File: config.mk
export PLATFORM = sky130hd
export DESIGN_NAME = flash_pin_control
export DESIGN_NICKNAME = d
export VERILOG_FILES = /design/src/logic/flash_pin_pkg.sv /design/src/logic/flash_pin_control.sv /design/src/logic/byte_fifo.sv
export VERILOG_INCLUDE_DIRS = /design/src /design/src/logic
export SDC_FILE = /design/constraint.sdc
export NUM_CORES = 1
export LEC_CHECK = 0
export BUFFER_PORTS_ARGS = -buffer_cell sky130_fd_sc_hd__buf_2
export CAP_MARGIN = 20
export CORE_MARGIN = 2
export CORE_UTILIZATION = 45
export CTS_CLUSTER_DIAMETER = 60
export CTS_CLUSTER_SIZE = 14
export DETAILED_ROUTE_END_ITERATION = 8
export HOLD_SLACK_MARGIN = 0.1
export PLACE_DENSITY = 0.66
export SYNTH_ARGS = -nofsm -noshare
export SYNTH_HDL_FRONTEND = slang
export SYNTH_HIERARCHICAL = 1
export SYNTH_SLANG_ARGS = --single-unit
export TNS_END_PERCENT = 10
File: constraint.sdc
create_clock -name core_clk -period 4.4 [get_ports core_clk]
set_clock_uncertainty 0.2 [all_clocks]
set_input_delay 0.22 -clock core_clk [delete_from_list [all_inputs] [get_ports core_clk]]
set_output_delay 0.22 -clock core_clk [all_outputs]
set_load 0.02 [all_outputs]
File: src/logic/flash_pin_consts.svh
// named constants for the flash pin control and array map block
`ifndef FLASH_PIN_CONSTS_SVH
`define FLASH_PIN_CONSTS_SVH

// ------------------------------------------------------------
// clock and timing
// ------------------------------------------------------------
`define CORE_CLK_KHZ 100000
`define VPP_WAIT_MS 200

// ------------------------------------------------------------
// configuration register fields and reset values
// ------------------------------------------------------------
`define HOLD_DIS_BIT 4
`define ACCEL_DIS_BIT 3
`define VOL_CFG_RESET 8'hFF
`define SYNC_RESET 8'h7C

// ------------------------------------------------------------
// array organisation
// ------------------------------------------------------------
`define ADDR_W 24
`define SECTOR_HI 22
`define SECTOR_LO 16
`define SUBSECTOR_LO 12
`define PAGE_LO 8
`define ADDR_TOP_BIT 23
`define SECTOR_COUNT 8'h80
`define OTP_BYTES 64
`define BYTE_BITS 4'h8
`define NIBBLE_BITS 4'h4
`define SINGLE_BITS 4'h1
`define FIFO_DEPTH 8

`endif

File: src/logic/flash_pin_pkg.sv
// types shared by the flash pin control block
package flash_pin_pkg;

  typedef enum logic [2:0]
  {
    OP_PROGRAM = 3'h0,
    OP_ERASE_SUB = 3'h1,
    OP_ERASE_SECTOR = 3'h2,
    OP_ERASE_BULK = 3'h3,
    OP_ERASE_PAGE = 3'h4
  } op_kind_e;

  typedef enum logic [3:0]
  {
    ACC_IDLE = 4'h1,
    ACC_WAIT = 4'h2,
    ACC_FAST = 4'h4,
    ACC_STD = 4'h8
  } accel_state_e;

endpackage

File: src/logic/flash_pin_control.sv
// pin multiplexing, protection, acceleration window and array map of the serial flash
`timescale 1ns/1ps
`include "flash_pin_consts.svh"

module flash_pin_control
#(
  parameter int unsigned VPP_WAIT_CYCLES = `VPP_WAIT_MS * `CORE_CLK_KHZ,
  parameter int FIFO_DEPTH = `FIFO_DEPTH
)
(
  input wire logic core_clk,
  input wire logic arst_n,
  input wire logic serialClkPin,
  input wire logic chipSelPin_n,
  input wire logic serialIo0In,
  output logic serialIo0Out,
  output logic serialIo0Oe,
  input wire logic serialIo1In,
  output logic serialIo1Out,
  output logic serialIo1Oe,
  input wire logic serialIo2In,
  output logic serialIo2Out,
  output logic serialIo2Oe,
  input wire logic serialIo3In,
  output logic serialIo3Out,
  output logic serialIo3Oe,
  input wire logic vppHighPin,
  input wire logic quadOpActive,
  input wire logic quadIoProtocol,
  input wire logic readActive,
  input wire logic [7:0] readByte,
  output logic readByteTaken,
  input wire logic resetOptionEn,
  input wire logic resetFuncDisable,
  input wire logic [7:0] nonvolatile_config_reg,
  input wire logic volCfgWrEn,
  input wire logic [7:0] volCfgWrData,
  output logic [7:0] volatile_enhanced_config_reg,
  input wire logic [3:0] block_protect_bits,
  input wire logic topBottom,
  output logic holdActive,
  output logic devReset,
  output logic rxOverrun,
  input wire logic progReady,
  input wire logic [7:0] arrayOldByte,
  output logic mergedValid,
  output logic [7:0] mergedByte,
  input wire logic opValid,
  input wire flash_pin_pkg::op_kind_e opKind,
  input wire logic [`ADDR_W-1:0] opAddr,
  output logic opGranted,
  output logic opRefused,
  output logic [6:0] opSector,
  output logic [10:0] opSubsector,
  output logic [14:0] opPage,
  input wire logic modifyStart,
  input wire logic modifyDone,
  output logic vppDataLine,
  output logic speedFast,
  output logic speedStd
);

  localparam int WAIT_W = $clog2(VPP_WAIT_CYCLES + 1);

  // ------------------------------------------------------------
  // pin synchronisers
  // ------------------------------------------------------------
  logic [7:0] syncA;
  logic [7:0] syncB;
  logic sclkPrev;
  wire logic [7:0] pinsRaw = {vppHighPin, serialIo3In, serialIo2In, serialIo1In,
                              serialIo0In, chipSelPin_n, serialClkPin, 1'b0};

  // cs and pause idle high, so they reset high to avoid a false select
  always_ff @(posedge core_clk or negedge arst_n)
  begin
    if (!arst_n)
    begin
      syncA <= `SYNC_RESET;
      syncB <= `SYNC_RESET;
      sclkPrev <= 1'b0;
    end
    else
    begin
      syncA <= pinsRaw;
      syncB <= syncA;
      sclkPrev <= syncB[1];
    end
  end

  wire logic sclkS = syncB[1];
  wire logic csS = syncB[2];
  wire logic [3:0] ioS = syncB[6:3];
  wire logic vppS = syncB[7];
  wire logic selected = !csS;
  wire logic sclkRise = sclkS && !sclkPrev;
  wire logic sclkFall = !sclkS && sclkPrev;

  // ------------------------------------------------------------
  // pin function selection
  // ------------------------------------------------------------
  logic [7:0] volCfg;
  wire logic holdEnable = nonvolatile_config_reg[`HOLD_DIS_BIT] && volCfg[`HOLD_DIS_BIT];
  wire logic quadPins = quadOpActive || quadIoProtocol;
  wire logic holdNow = selected && holdEnable && !quadPins && !ioS[3];
  wire logic wpActive = !quadPins && !ioS[2];
  wire logic shiftEn = selected && !holdNow;

  assign holdActive = holdNow;
  assign volatile_enhanced_config_reg = volCfg;

  // ------------------------------------------------------------
  // reset via pause pin and configuration
  // ------------------------------------------------------------
  logic armed;

  always_ff @(posedge core_clk or negedge arst_n)
  begin
    if (!arst_n)
    begin
      devReset <= 1'b0;
      armed <= 1'b0;
      volCfg <= `VOL_CFG_RESET;
    end
    else
    begin
      devReset <= resetOptionEn && !resetFuncDisable && csS && !ioS[3];
      if (selected)
        armed <= 1'b1;
      if (volCfgWrEn)
        volCfg <= volCfgWrData;
    end
  end

  // ------------------------------------------------------------
  // receive shifter feeding the fifo
  // ------------------------------------------------------------
  logic [7:0] rxShift;
  logic [3:0] rxCnt;
  logic rxPending;
  logic [7:0] rxByte;
  logic fifoInReady;
  logic fifoOutValid;
  logic [7:0] fifoOutData;
  wire logic [3:0] rxStep = quadPins ? `NIBBLE_BITS : `SINGLE_BITS;
  wire logic [7:0] rxNext = quadPins ? {rxShift[3:0], ioS} : {rxShift[6:0], ioS[0]};
  wire logic rxDone = (rxCnt + rxStep) == `BYTE_BITS;
  wire logic rxTake = sclkRise && shiftEn && armed;

  always_ff @(posedge core_clk or negedge arst_n)
  begin
    if (!arst_n)
    begin
      rxShift <= 8'h00;
      rxCnt <= 4'h0;
      rxPending <= 1'b0;
      rxByte <= 8'h00;
      rxOverrun <= 1'b0;
    end
    else
    begin
      if (!selected)
        rxCnt <= 4'h0;
      else if (rxTake && !readActive)
      begin
        rxShift <= rxNext;
        rxCnt <= rxDone ? 4'h0 : rxCnt + rxStep;
      end
      if (rxTake && !readActive && rxDone)
      begin
        rxByte <= rxNext;
        rxPending <= 1'b1;
        // a full fifo cannot stop the host clock; flag the loss instead
        if (rxPending && !fifoInReady)
          rxOverrun <= 1'b1;
      end
      else if (fifoInReady)
        rxPending <= 1'b0;
    end
  end

  byte_fifo #(.WIDTH(8), .DEPTH(FIFO_DEPTH)) u_rx_fifo
  (
    .core_clk(core_clk),
    .arst_n(arst_n),
    .inValid(rxPending),
    .inReady(fifoInReady),
    .inData(rxByte),
    .outValid(fifoOutValid),
    .outReady(progReady),
    .outData(fifoOutData)
  );

  always_ff @(posedge core_clk or negedge arst_n)
  begin
    if (!arst_n)
    begin
      mergedValid <= 1'b0;
      mergedByte <= 8'hFF;
    end
    else
    begin
      mergedValid <= fifoOutValid && progReady;
      if (fifoOutValid && progReady)
        mergedByte <= arrayOldByte & fifoOutData;
    end
  end

  // ------------------------------------------------------------
  // transmit shifter
  // ------------------------------------------------------------
  logic [7:0] txShift;
  logic [3:0] txCnt;
  wire logic txEn = sclkFall && shiftEn && readActive;
  wire logic [3:0] txStep = quadPins ? `NIBBLE_BITS : `SINGLE_BITS;
  wire logic [7:0] txSrc = (txCnt == 4'h0) ? readByte : txShift;
  wire logic driveOn = shiftEn && readActive;

  assign serialIo0Oe = driveOn && quadPins;
  assign serialIo1Oe = driveOn;
  assign serialIo2Oe = driveOn && quadPins;
  assign serialIo3Oe = driveOn && quadPins;

  always_ff @(posedge core_clk or negedge arst_n)
  begin
    if (!arst_n)
    begin
      txShift <= 8'h00;
      txCnt <= 4'h0;
      readByteTaken <= 1'b0;
      {serialIo3Out, serialIo2Out, serialIo1Out, serialIo0Out} <= 4'h0;
    end
    else
    begin
      readByteTaken <= txEn && (txCnt == 4'h0);
      if (!selected)
        txCnt <= 4'h0;
      else if (txEn)
      begin
        if (quadPins)
          {serialIo3Out, serialIo2Out, serialIo1Out, serialIo0Out} <= txSrc[7:4];
        else
          serialIo1Out <= txSrc[7];
        txShift <= quadPins ? {txSrc[3:0], 4'h0} : {txSrc[6:0], 1'b0};
        txCnt <= ((txCnt + txStep) == `BYTE_BITS) ? 4'h0 : txCnt + txStep;
      end
    end
  end

  // ------------------------------------------------------------
  // address map and protection
  // ------------------------------------------------------------
  // index fields
  wire logic [6:0] secIdx = opAddr[`SECTOR_HI:`SECTOR_LO];
  wire logic [10:0] subIdx = opAddr[`SECTOR_HI:`SUBSECTOR_LO];
  wire logic [14:0] pageIdx = opAddr[`SECTOR_HI:`PAGE_LO];
  wire logic [7:0] protCount = block_protect_bits[3] ? `SECTOR_COUNT :
    (block_protect_bits == 4'h0) ? 8'h00 : 8'h01 << (block_protect_bits[2:0] - 3'h1);
  wire logic inRegion = topBottom ? ({1'b0, secIdx} < protCount) :
    ({1'b0, secIdx} >= (`SECTOR_COUNT - protCount));
  wire logic isBulk = (opKind == flash_pin_pkg::OP_ERASE_BULK);
  wire logic locked = wpActive && (isBulk ? (protCount != 8'h00) : inRegion);
  wire logic outOfMap = opAddr[`ADDR_TOP_BIT];
  wire logic badKind = (opKind == flash_pin_pkg::OP_ERASE_PAGE);
  wire logic refuse = locked || badKind || (outOfMap && !isBulk);

  always_ff @(posedge core_clk or negedge arst_n)
  begin
    if (!arst_n)
    begin
      opGranted <= 1'b0;
      opRefused <= 1'b0;
      opSector <= 7'h00;
      opSubsector <= 11'h000;
      opPage <= 15'h0000;
    end
    else
    begin
      opGranted <= opValid && !refuse;
      opRefused <= opValid && refuse;
      if (opValid)
      begin
        opSector <= secIdx;
        opSubsector <= subIdx;
        opPage <= pageIdx;
      end
    end
  end

  // ------------------------------------------------------------
  // supply acceleration window
  // ------------------------------------------------------------
  flash_pin_pkg::accel_state_e accState;
  flash_pin_pkg::accel_state_e next_accState;
  logic [WAIT_W-1:0] waitCnt;
  wire logic waitOver = (waitCnt == WAIT_W'(VPP_WAIT_CYCLES - 1));
  wire logic accelAllowed = !volCfg[`ACCEL_DIS_BIT] && quadPins;

  always_comb
  begin
    next_accState = accState;
    case (accState)
      flash_pin_pkg::ACC_IDLE:
        if (modifyStart)
          next_accState = accelAllowed ? flash_pin_pkg::ACC_WAIT : flash_pin_pkg::ACC_STD;
      flash_pin_pkg::ACC_WAIT:
        if (vppS)
          next_accState = flash_pin_pkg::ACC_FAST;
        else if (waitOver)
          next_accState = flash_pin_pkg::ACC_STD;
      flash_pin_pkg::ACC_FAST,
      flash_pin_pkg::ACC_STD:
        if (modifyDone)
          next_accState = flash_pin_pkg::ACC_IDLE;
      default:
        next_accState = flash_pin_pkg::ACC_IDLE;
    endcase
  end

  always_ff @(posedge core_clk or negedge arst_n)
  begin
    if (!arst_n)
    begin
      accState <= flash_pin_pkg::ACC_IDLE;
      waitCnt <= '0;
      vppDataLine <= 1'b0;
    end
    else
    begin
      accState <= next_accState;
      waitCnt <= (accState == flash_pin_pkg::ACC_WAIT) ? waitCnt + 1'b1 : '0;
      // supply pin is data until the end
      if (accState == flash_pin_pkg::ACC_IDLE && modifyStart)
        vppDataLine <= accelAllowed;
      else if (modifyDone)
        vppDataLine <= 1'b0;
    end
  end

  assign speedFast = (accState == flash_pin_pkg::ACC_FAST);
  assign speedStd = (accState == flash_pin_pkg::ACC_STD);

  // ------------------------------------------------------------
  // assertions
  // ------------------------------------------------------------
  property p_hold_hiz;
    @(posedge core_clk) disable iff (!arst_n) holdActive |-> !serialIo1Oe && !txEn && !rxTake;
  endproperty
  a_hold_hiz: assert property (p_hold_hiz) else $error("pause left output driven");

  property p_hold_needs_select;
    @(posedge core_clk) disable iff (!arst_n) csS |-> !holdActive;
  endproperty
  a_hold_needs_select: assert property (p_hold_needs_select) else $error("pause while deselected");

  property p_quad_no_hold;
    @(posedge core_clk) disable iff (!arst_n) quadPins |-> !holdActive && !wpActive;
  endproperty
  a_quad_no_hold: assert property (p_quad_no_hold) else $error("quad pin kept control role");

  property p_pin_reset;
    @(posedge core_clk) disable iff (!arst_n)
      (resetOptionEn && !resetFuncDisable && csS && !ioS[3]) |=> devReset;
  endproperty
  a_pin_reset: assert property (p_pin_reset) else $error("reset via pause pin missed");

  property p_hold_disable;
    @(posedge core_clk) disable iff (!arst_n)
      !(nonvolatile_config_reg[`HOLD_DIS_BIT] && volCfg[`HOLD_DIS_BIT]) |-> !holdActive;
  endproperty
  a_hold_disable: assert property (p_hold_disable) else $error("pause active while disabled");

  property p_wp_bulk;
    @(posedge core_clk) disable iff (!arst_n)
      (opValid && isBulk && wpActive && block_protect_bits != 4'h0) |=> opRefused && !opGranted;
  endproperty
  a_wp_bulk: assert property (p_wp_bulk) else $error("bulk erase past protection");

  property p_accel_gate;
    @(posedge core_clk) disable iff (!arst_n)
      $rose(accState == flash_pin_pkg::ACC_WAIT) |-> !volCfg[`ACCEL_DIS_BIT] && vppDataLine;
  endproperty
  a_accel_gate: assert property (p_accel_gate) else $error("acceleration without enable");

  property p_vpp_fast;
    @(posedge core_clk) disable iff (!arst_n)
      (accState == flash_pin_pkg::ACC_WAIT && vppS) |=> speedFast ##1 (speedFast || !vppDataLine);
  endproperty
  a_vpp_fast: assert property (p_vpp_fast) else $error("supply arrival ignored");

  property p_vol_cfg_reset;
    @(posedge core_clk) $rose(arst_n) |-> volCfg == `VOL_CFG_RESET;
  endproperty
  a_vol_cfg_reset: assert property (p_vol_cfg_reset) else $error("volatile register reset wrong");

  property p_merge;
    @(posedge core_clk) disable iff (!arst_n)
      (fifoOutValid && progReady) |=> (mergedByte & ~$past(arrayOldByte)) == 8'h00;
  endproperty
  a_merge: assert property (p_merge) else $error("program set a bit");

  property p_page_erase;
    @(posedge core_clk) disable iff (!arst_n) (opValid && badKind) |=> opRefused && !opGranted;
  endproperty
  a_page_erase: assert property (p_page_erase) else $error("page erase accepted");

  property p_map;
    @(posedge core_clk) disable iff (!arst_n)
      opValid |=> opSubsector == $past(opAddr[`SECTOR_HI:`SUBSECTOR_LO]) &&
        opSector == $past(opAddr[`SECTOR_HI:`SECTOR_LO]);
  endproperty
  a_map: assert property (p_map) else $error("address index wrong");

  property p_deselect_hiz;
    @(posedge core_clk) disable iff (!arst_n) csS |-> !serialIo1Oe && !serialIo3Oe;
  endproperty
  a_deselect_hiz: assert property (p_deselect_hiz) else $error("drive while deselected");

  c_fast: cover property (@(posedge core_clk) disable iff (!arst_n) $rose(speedFast));
  c_std: cover property (@(posedge core_clk) disable iff (!arst_n) $rose(speedStd));
  c_hold: cover property (@(posedge core_clk) disable iff (!arst_n) $rose(holdActive));
  c_prog: cover property (@(posedge core_clk) disable iff (!arst_n) mergedValid);

endmodule

File: src/logic/byte_fifo.sv
// small synchronous fifo with valid/ready on both sides
`timescale 1ns/1ps
module byte_fifo
#(
  parameter int WIDTH = 8,
  parameter int DEPTH = 8
)
(
  input wire logic core_clk,
  input wire logic arst_n,
  input wire logic inValid,
  output logic inReady,
  input wire logic [WIDTH-1:0] inData,
  output logic outValid,
  input wire logic outReady,
  output logic [WIDTH-1:0] outData
);

  localparam int PW = $clog2(DEPTH);

  logic [WIDTH-1:0] mem [DEPTH];
  logic [PW:0] wrPtr;
  logic [PW:0] rdPtr;
  wire logic pushOk = inValid && inReady;
  wire logic popOk = outValid && outReady;
  wire logic full = (wrPtr[PW] != rdPtr[PW]) && (wrPtr[PW-1:0] == rdPtr[PW-1:0]);
  wire logic empty = (wrPtr == rdPtr);

  assign inReady = !full;
  assign outValid = !empty;
  assign outData = mem[rdPtr[PW-1:0]];

  always_ff @(posedge core_clk)
  begin
    if (pushOk)
      mem[wrPtr[PW-1:0]] <= inData;
  end

  always_ff @(posedge core_clk or negedge arst_n)
  begin
    if (!arst_n)
    begin
      wrPtr <= '0;
      rdPtr <= '0;
    end
    else
    begin
      if (pushOk)
        wrPtr <= wrPtr + 1'b1;
      if (popOk)
        rdPtr <= rdPtr + 1'b1;
    end
  end

endmodule

* After elaboration in Yosys (flattened, before gate mapping)
Memories as Yosys holds them, arrays and structs flattened.
Index checks and enable logic that the tools add are counted.
** Word-level totals
- Logic and storage cells :: 146
- Memory bits (writable) :: 64
- Flip-flop bits (word level) :: 145
- Memories :: 1
- Output and inout bits :: 67
** Operators by class
- Shift-type cells :: 1
- Add/subtract/negate cells :: 7
- Mux-type cells :: 28
- $lt $le $gt $ge :: 2
- Reductions and logical operators :: 59
- Bitwise operators :: 2
- Equal/unequal tests :: 16
** Memories
- u_rx_fifo.mem :: depth 8, width 8, rd ports 1, clocked after memory_dff 0, write ports 1, line byte_fifo.sv:21 : logic [WIDTH-1:0] mem [DEPTH];
** Operators with widths (count)
- 4-bit two-way mux :: 11
- 8-bit two-way mux :: 5
- 1-bit logical AND :: 30
- 25-bit by 1-bit adder with 25-bit output (second input constant) :: 1
- 25-bit == test (second input constant) :: 1
- 25-bit two-way mux :: 1
- 1-bit zero test :: 14
- 4-bit == test (second input constant) :: 3
- 4-bit case mux with 3 select lines :: 1
- 1-bit two-way mux :: 9
- 4-bit by 1-bit adder with 4-bit output (second input constant) :: 2
- 8-bit AND :: 1
- 7-bit by 8-bit >= comparator with 1-bit output :: 1
- 4-bit zero test :: 2
- 7-bit by 8-bit < comparator with 1-bit output :: 1
- 8-bit nonzero test :: 1
- 1-bit by 3-bit << shifter with 8-bit output (first input constant) :: 1
- 8-bit subtractor (first input constant) :: 1
- 2-bit inequality test (second input constant) :: 3
- 2-bit AND reduction :: 3
- 3-bit AND reduction :: 2
- 2-bit nonzero test :: 3
- 4-bit by 3-bit adder with 4-bit output :: 1
- 4-bit adder :: 1
- other kinds (14) :: 16

* Logic depth before layout (Yosys ltp)
- Depth after elaboration :: 13
- Mapped depth :: 12

* By module
Netlist, hierarchy kept.
** By module, submodules not included
- flash_pin_control :: cells each 547, area an instance 5739.3 um2, times used 1, sequential area each 2986.6 um2
- byte_fifo :: cells each 150, area an instance 3103.0 um2, times used 1, sequential area each 2122.0 um2

* Worst setup path before layout
No wires, ideal clock.
- Path kind :: register -> register
- Start point :: reg u_rx_fifo.rdPtr[3]
- End point :: mem u_rx_fifo.mem[2][0] (enable)
- Stages on the path, launching flop included :: 4
- Arrival time :: 2.007 ns
- Period minus slack after synthesis :: 2.605 ns
- Setup time :: 0.398 ns
- Required time :: 3.802 ns
- Buffers on the path :: 0
- Slack :: 1.795 ns
- Cells stage by stage :: dfrtp_1 > xnor2_1 > nor4_4 > nor4b_1
** Between the ends
- Longest elaborated chain between the ends :: 6
** RTL lines
- from (decl) :: line byte_fifo.sv:23 : logic [PW:0] rdPtr;
- from (signal assigned) :: line byte_fifo.sv:51 : rdPtr <= rdPtr + 1'b1;
- 1-bit inequality test :: line byte_fifo.sv:26 : wire logic full = (wrPtr[PW] != rdPtr[PW]) && (wrPtr[PW-1:0] == rdPtr[PW-1:0]);
- 1-bit logical AND :: line byte_fifo.sv:26
- 1-bit zero test :: line byte_fifo.sv:29 : assign inReady = !full;
- 1-bit logical AND :: line byte_fifo.sv:24 : wire logic pushOk = inValid && inReady;
- 1-bit two-way mux :: line byte_fifo.sv:35 : if (pushOk)
- 1-bit two-way mux (not written as such) :: line byte_fifo.sv:36 : mem[wrPtr[PW-1:0]] <= inData;
- to (decl) :: line byte_fifo.sv:21
No other way between the ends.

* Final worst setup path
- Start point :: in block_protect_bits[2]
- End point :: reg opGranted
** Between the ends
- Longest elaborated chain between the ends :: 13
- Elaborated cells on any way between the ends :: 16
- Those cells by class :: add/sub (2); order compare (2); shift (1); mux (4); reduce/logical (7)
** RTL lines
- from (decl) :: line flash_pin_control.sv:39 : input wire logic [3:0] block_protect_bits,
- 3-bit by 1-bit subtractor with 3-bit output :: line flash_pin_control.sv:258 : (block_protect_bits == 4'h0) ? 8'h00 : 8'h01 << (block_protect_bits[2:0] - 3'h1);
- 1-bit by 3-bit << shifter with 8-bit output :: line flash_pin_control.sv:258
- 8-bit two-way mux (*) :: line flash_pin_control.sv:258
- 8-bit two-way mux (*) :: line flash_pin_control.sv:257 : wire logic [7:0] protCount = block_protect_bits[3] ? `SECTOR_COUNT :
- 8-bit subtractor (no line)
- 7-bit by 8-bit >= comparator with 1-bit output :: line flash_pin_control.sv:260 : ({1'b0, secIdx} >= (`SECTOR_COUNT - protCount));
- 1-bit two-way mux :: line flash_pin_control.sv:259 : wire logic inRegion = topBottom ? ({1'b0, secIdx} < protCount) :
- 1-bit two-way mux (*) :: line flash_pin_control.sv:262 : wire logic locked = wpActive && (isBulk ? (protCount != 8'h00) : inRegion);
- 1-bit logical AND (*) :: line flash_pin_control.sv:262
- 1-bit logical OR (*) (2 in series) :: line flash_pin_control.sv:265 : wire logic refuse = locked || badKind || (outOfMap && !isBulk);
- 1-bit zero test (*) :: line flash_pin_control.sv:279 : opGranted <= opValid && !refuse;
- 1-bit logical AND (*) :: line flash_pin_control.sv:279
- to (signal assigned) :: line flash_pin_control.sv:279
- to (decl) :: line flash_pin_control.sv:51 : output logic opGranted,
Mark *: on every way between the ends. The rest lies on a longest branch, timed or not.
A chain may end at the register's enable or synchronous reset.

==> key figures <==
Die
  – Die Span X: ~140 um
  – Row count: 51
  – Starting Density: 0.456
  – Chip height: 144 um
  – Die area: 20,800 um^2
  – Core Footprint: 19,400 um^2
  – Io pins: 150

Power and ir drop
  – P_sw: 1.33 mW
  – LEAKAGE: 4.70 nW
  – Sequential group share of total power: 0.458
  – Max VDD drop: roughly 0.00027 V
  – Comb pwr share: 0.208
  – Pint: about 3.4 mW
  – P per Cell Area: 434 nW/um^2
  – Clock power frac: 0.334
  – Sw frac: 0.280

Worst setup path
  – Crit-path most repeated cell: o21ai_0
  – Slowest-stage cell, CP: a2111oi_0
  – R2R Setup Slk: 1.57 ns
  – CP Buf/Inv Count: 3
  – R2r startpoint: u_rx_fifo/rdPtr[1]
  – CP Launch Type: input pin
  – Worst Path Max Fanout: 8
  – Critical path arrival: 3.41 ns
  – Worst Setup End Kind: register
  – Crit path cell chain: buf_2, nor2_1, and2_1, inv_1, ha_1, o21ai_0, o21ai_0, ha_1, a21oi_1, o21ai_0, o21bai_1, a2111oi_0, o31a_1, dlygate4sd3_1
  – CP Data Required Time: between 4 and 5 ns
  – CP Class: input pin to register
  – Critical Path Source: block_protect_bits[2]
  – Top delay family on crit path: compound AO/OA/AOI/OAI gates
  – Critical path's largest stage delay: around 0.60 ns

Detailed routing
  – Vias post-DR: about 5,900
  – Drt first pass iters: 5
  – Detailed Route Iter0 Violations: a little over 300
  – Drt drc: 0
  – Vias/cell: just over 5
  – Routed WL: about 17 mm
  – Drt wl/cell: 14.8 um
  – Number of routed nets with antenna violations: 0

Clocking
  – Worst-path clk slew: roughly 0.07 ns
  – Root buf cell: clkbuf_16
  – Clock latency on the worst-skew pair: around 0.42 ns
  – PostCTS Resize Cnt: 0
  – Clk sinks: 190
  – Post-CTS setup buffers: 0
  – CTS tree: done
  – Clk buf depth: 2
  – H-tree depth: 4
  – Cts bufs inserted: 17
  – Hold-fix buffers at CTS: between 60 and 70

Finish
  – Inserted Diodes: 0
  – Layout cells sized above 1: 0.297
  – FF/Latch Area: slightly above 5000 um^2
  – Area Growth Syn to Fin: 23.7%
  – Area of the multi-input gates: 3370 um^2
  – Fill cells: ~1,600
  – Commonest non-fill, non-tap cell in the layout: buf_2
  – Post-Layout Cell Count: between 1,000 and 1,500
  – Final #Nets: between 900 and 1,000
  – Most frequent cells in the layout: buf_2, dfrtp_1, nand2_1
  – Max reg flops: 64

Timing
  – Post-layout min period: 3.25 ns
  – Fin. Hold Viols: 0
  – Slew margin rel.: 0.423
  – RSZ-0062 raised after global routing: false
  – Final-report setup violation count: 0
  – Fmax achieved: just over 0.3 GHz
  – Worst-Margin Slew: between 0.8 and 0.9 ns
  – Tcrit/Tclk final: 0.740
  – Max Slew Vio Count: 0
  – Setup TNS: 0 ns

Synthesis
  – Syn Inst Count: 697
  – Synth warn: 6
  – Synth Net Count: 803
  – Leading register cell type out of synthesis: dfrtp_1
  – Post-synth top area cell: dfrtp_1
  – Register bit total from synthesis: between 150 and 200
  – Post-synth EDFFs: 64
  – Post-synth ARST share: 0.663
  – Area share of the largest cell type after synthesis: 0.280
  – Synth area leaders: dfrtp_1, edfxtp_1, dfstp_2
  – Mean Syn Cell Area: 12.7 um^2
  – Synth cell types: 64
  – Post-synthesis sequential area ratio: 0.578
  – Post-synthesis cell area: slightly below 9000 um^2

Placement
  – IO Port Bufs: between 100 and 150
  – Detailed placement HPWL: between 10 and 15 mm
  – Gpl congestion: around 0.83
  – Cell total after placement: 1,060

Global route
  – Initial antenna violation count: 0
  – First-pass GRT wire length: about 29 mm
  – Grt total ovfl: 0
  – Vias in the first global route: 5,895
  – GRT Overall Usage: 0.177
  – Largest net degree at the start of global routing: 92

Min path
  – Hold path start: syncA[7]
  – Hold crit path type: register to register

Outcome
  – Outcome: completed

Run
  – Max Cap Violations: 0
==> routing by layer <==
metal	vias up	part of all wire	track usage	wire, um
met2	125	0.48	0.288	8350
met3	8	0.039	0.0401	672
li1	2878	-	-	-
met1	2853	0.47	0.244	8080
met5	-	0	0	0
met4	0	0.0069	0.0429	119
==> final timing paths <==
kind / endpoint / depth (start not counted)
setup / recovery: opGranted / 14
hold / removal: syncB[7] / 0
setup reg to reg: u_rx_fifo/mem[7][2] / 3
max in group asynchronous: volatile_enhanced_config_reg[6] / 3
min in group asynchronous: u_rx_fifo/rdPtr[0] / 2
hold reg to reg: syncB[7] / 0
==> layout make-up <==
cell class | instances | share of cell area
flip-flops and latches | 190 | 0.467
multi-input cells | 442 | 0.308
clock buffers | 19 | 0.0414
well taps | 265 | 0.0303
inverters | 18 | 0.00618
repair buffers | 213 | 0.132
clock inverters | 13 | 0.0148
==> cell usage after synthesis, drive strengths merged, types with 5 or more instances <==
library cell and n:
nand2 77, nand3 19, xor2 18, nor2b 5, edfxtp 64, dfstp 27
a21o 5, inv 18, ha 23, a21oi 12, nor3 7, mux2i 14
clkbuf 9, nor2 47, nand4 10, xnor2 17, and3 12, mux4 16
nor4 12, nand2b 7, dfrtp 99, nor4b 11, o21ai 46, mux2 35
buf 38
==> power by group through the flow <==
stage	Sequential [mW]	Clock, mW	Combinational, mW
after floorplan	2.21	0	0.703
after global placement	2.20	0	0.918
after detailed placement	2.21	0	0.932
after CTS	2.17	1.62	0.992
after global routing	2.20	1.70	1.09
final	2.17	1.58	0.984
==> cells by family after synthesis <==
group / share of synthesized area
multiplexers: 0.108
adder cells (fa/ha/maj): 0.0325
buffers and inverters: 0.0422
AND/OR/NAND/NOR: 0.136
AO/OA/AOI/OAI: 0.0678
XOR/XNOR: 0.0364
flip-flops: 0.578
==> metrics by stage <==
step / area (um^2) / power, mW / worst slack (ns) / hold WS (ns) / utilization
after global placement: 9630 / 3.12 / 1.31 / 0.125 / 0.497
after global routing: 10900 / 4.99 / 0.829 / 0.156 / 0.564
final: 10900 / 4.74 / 1.15 / 0.151 / 0.564
after CTS: 10900 / 4.78 / 1.18 / 0.152 / 0.563
after floorplan: 8840 / 2.91 / 1.80 / -0.276 / -
after detailed placement: 9630 / 3.14 / 1.28 / 0.127 / 0.497
(Power assumes the default switching activity.)
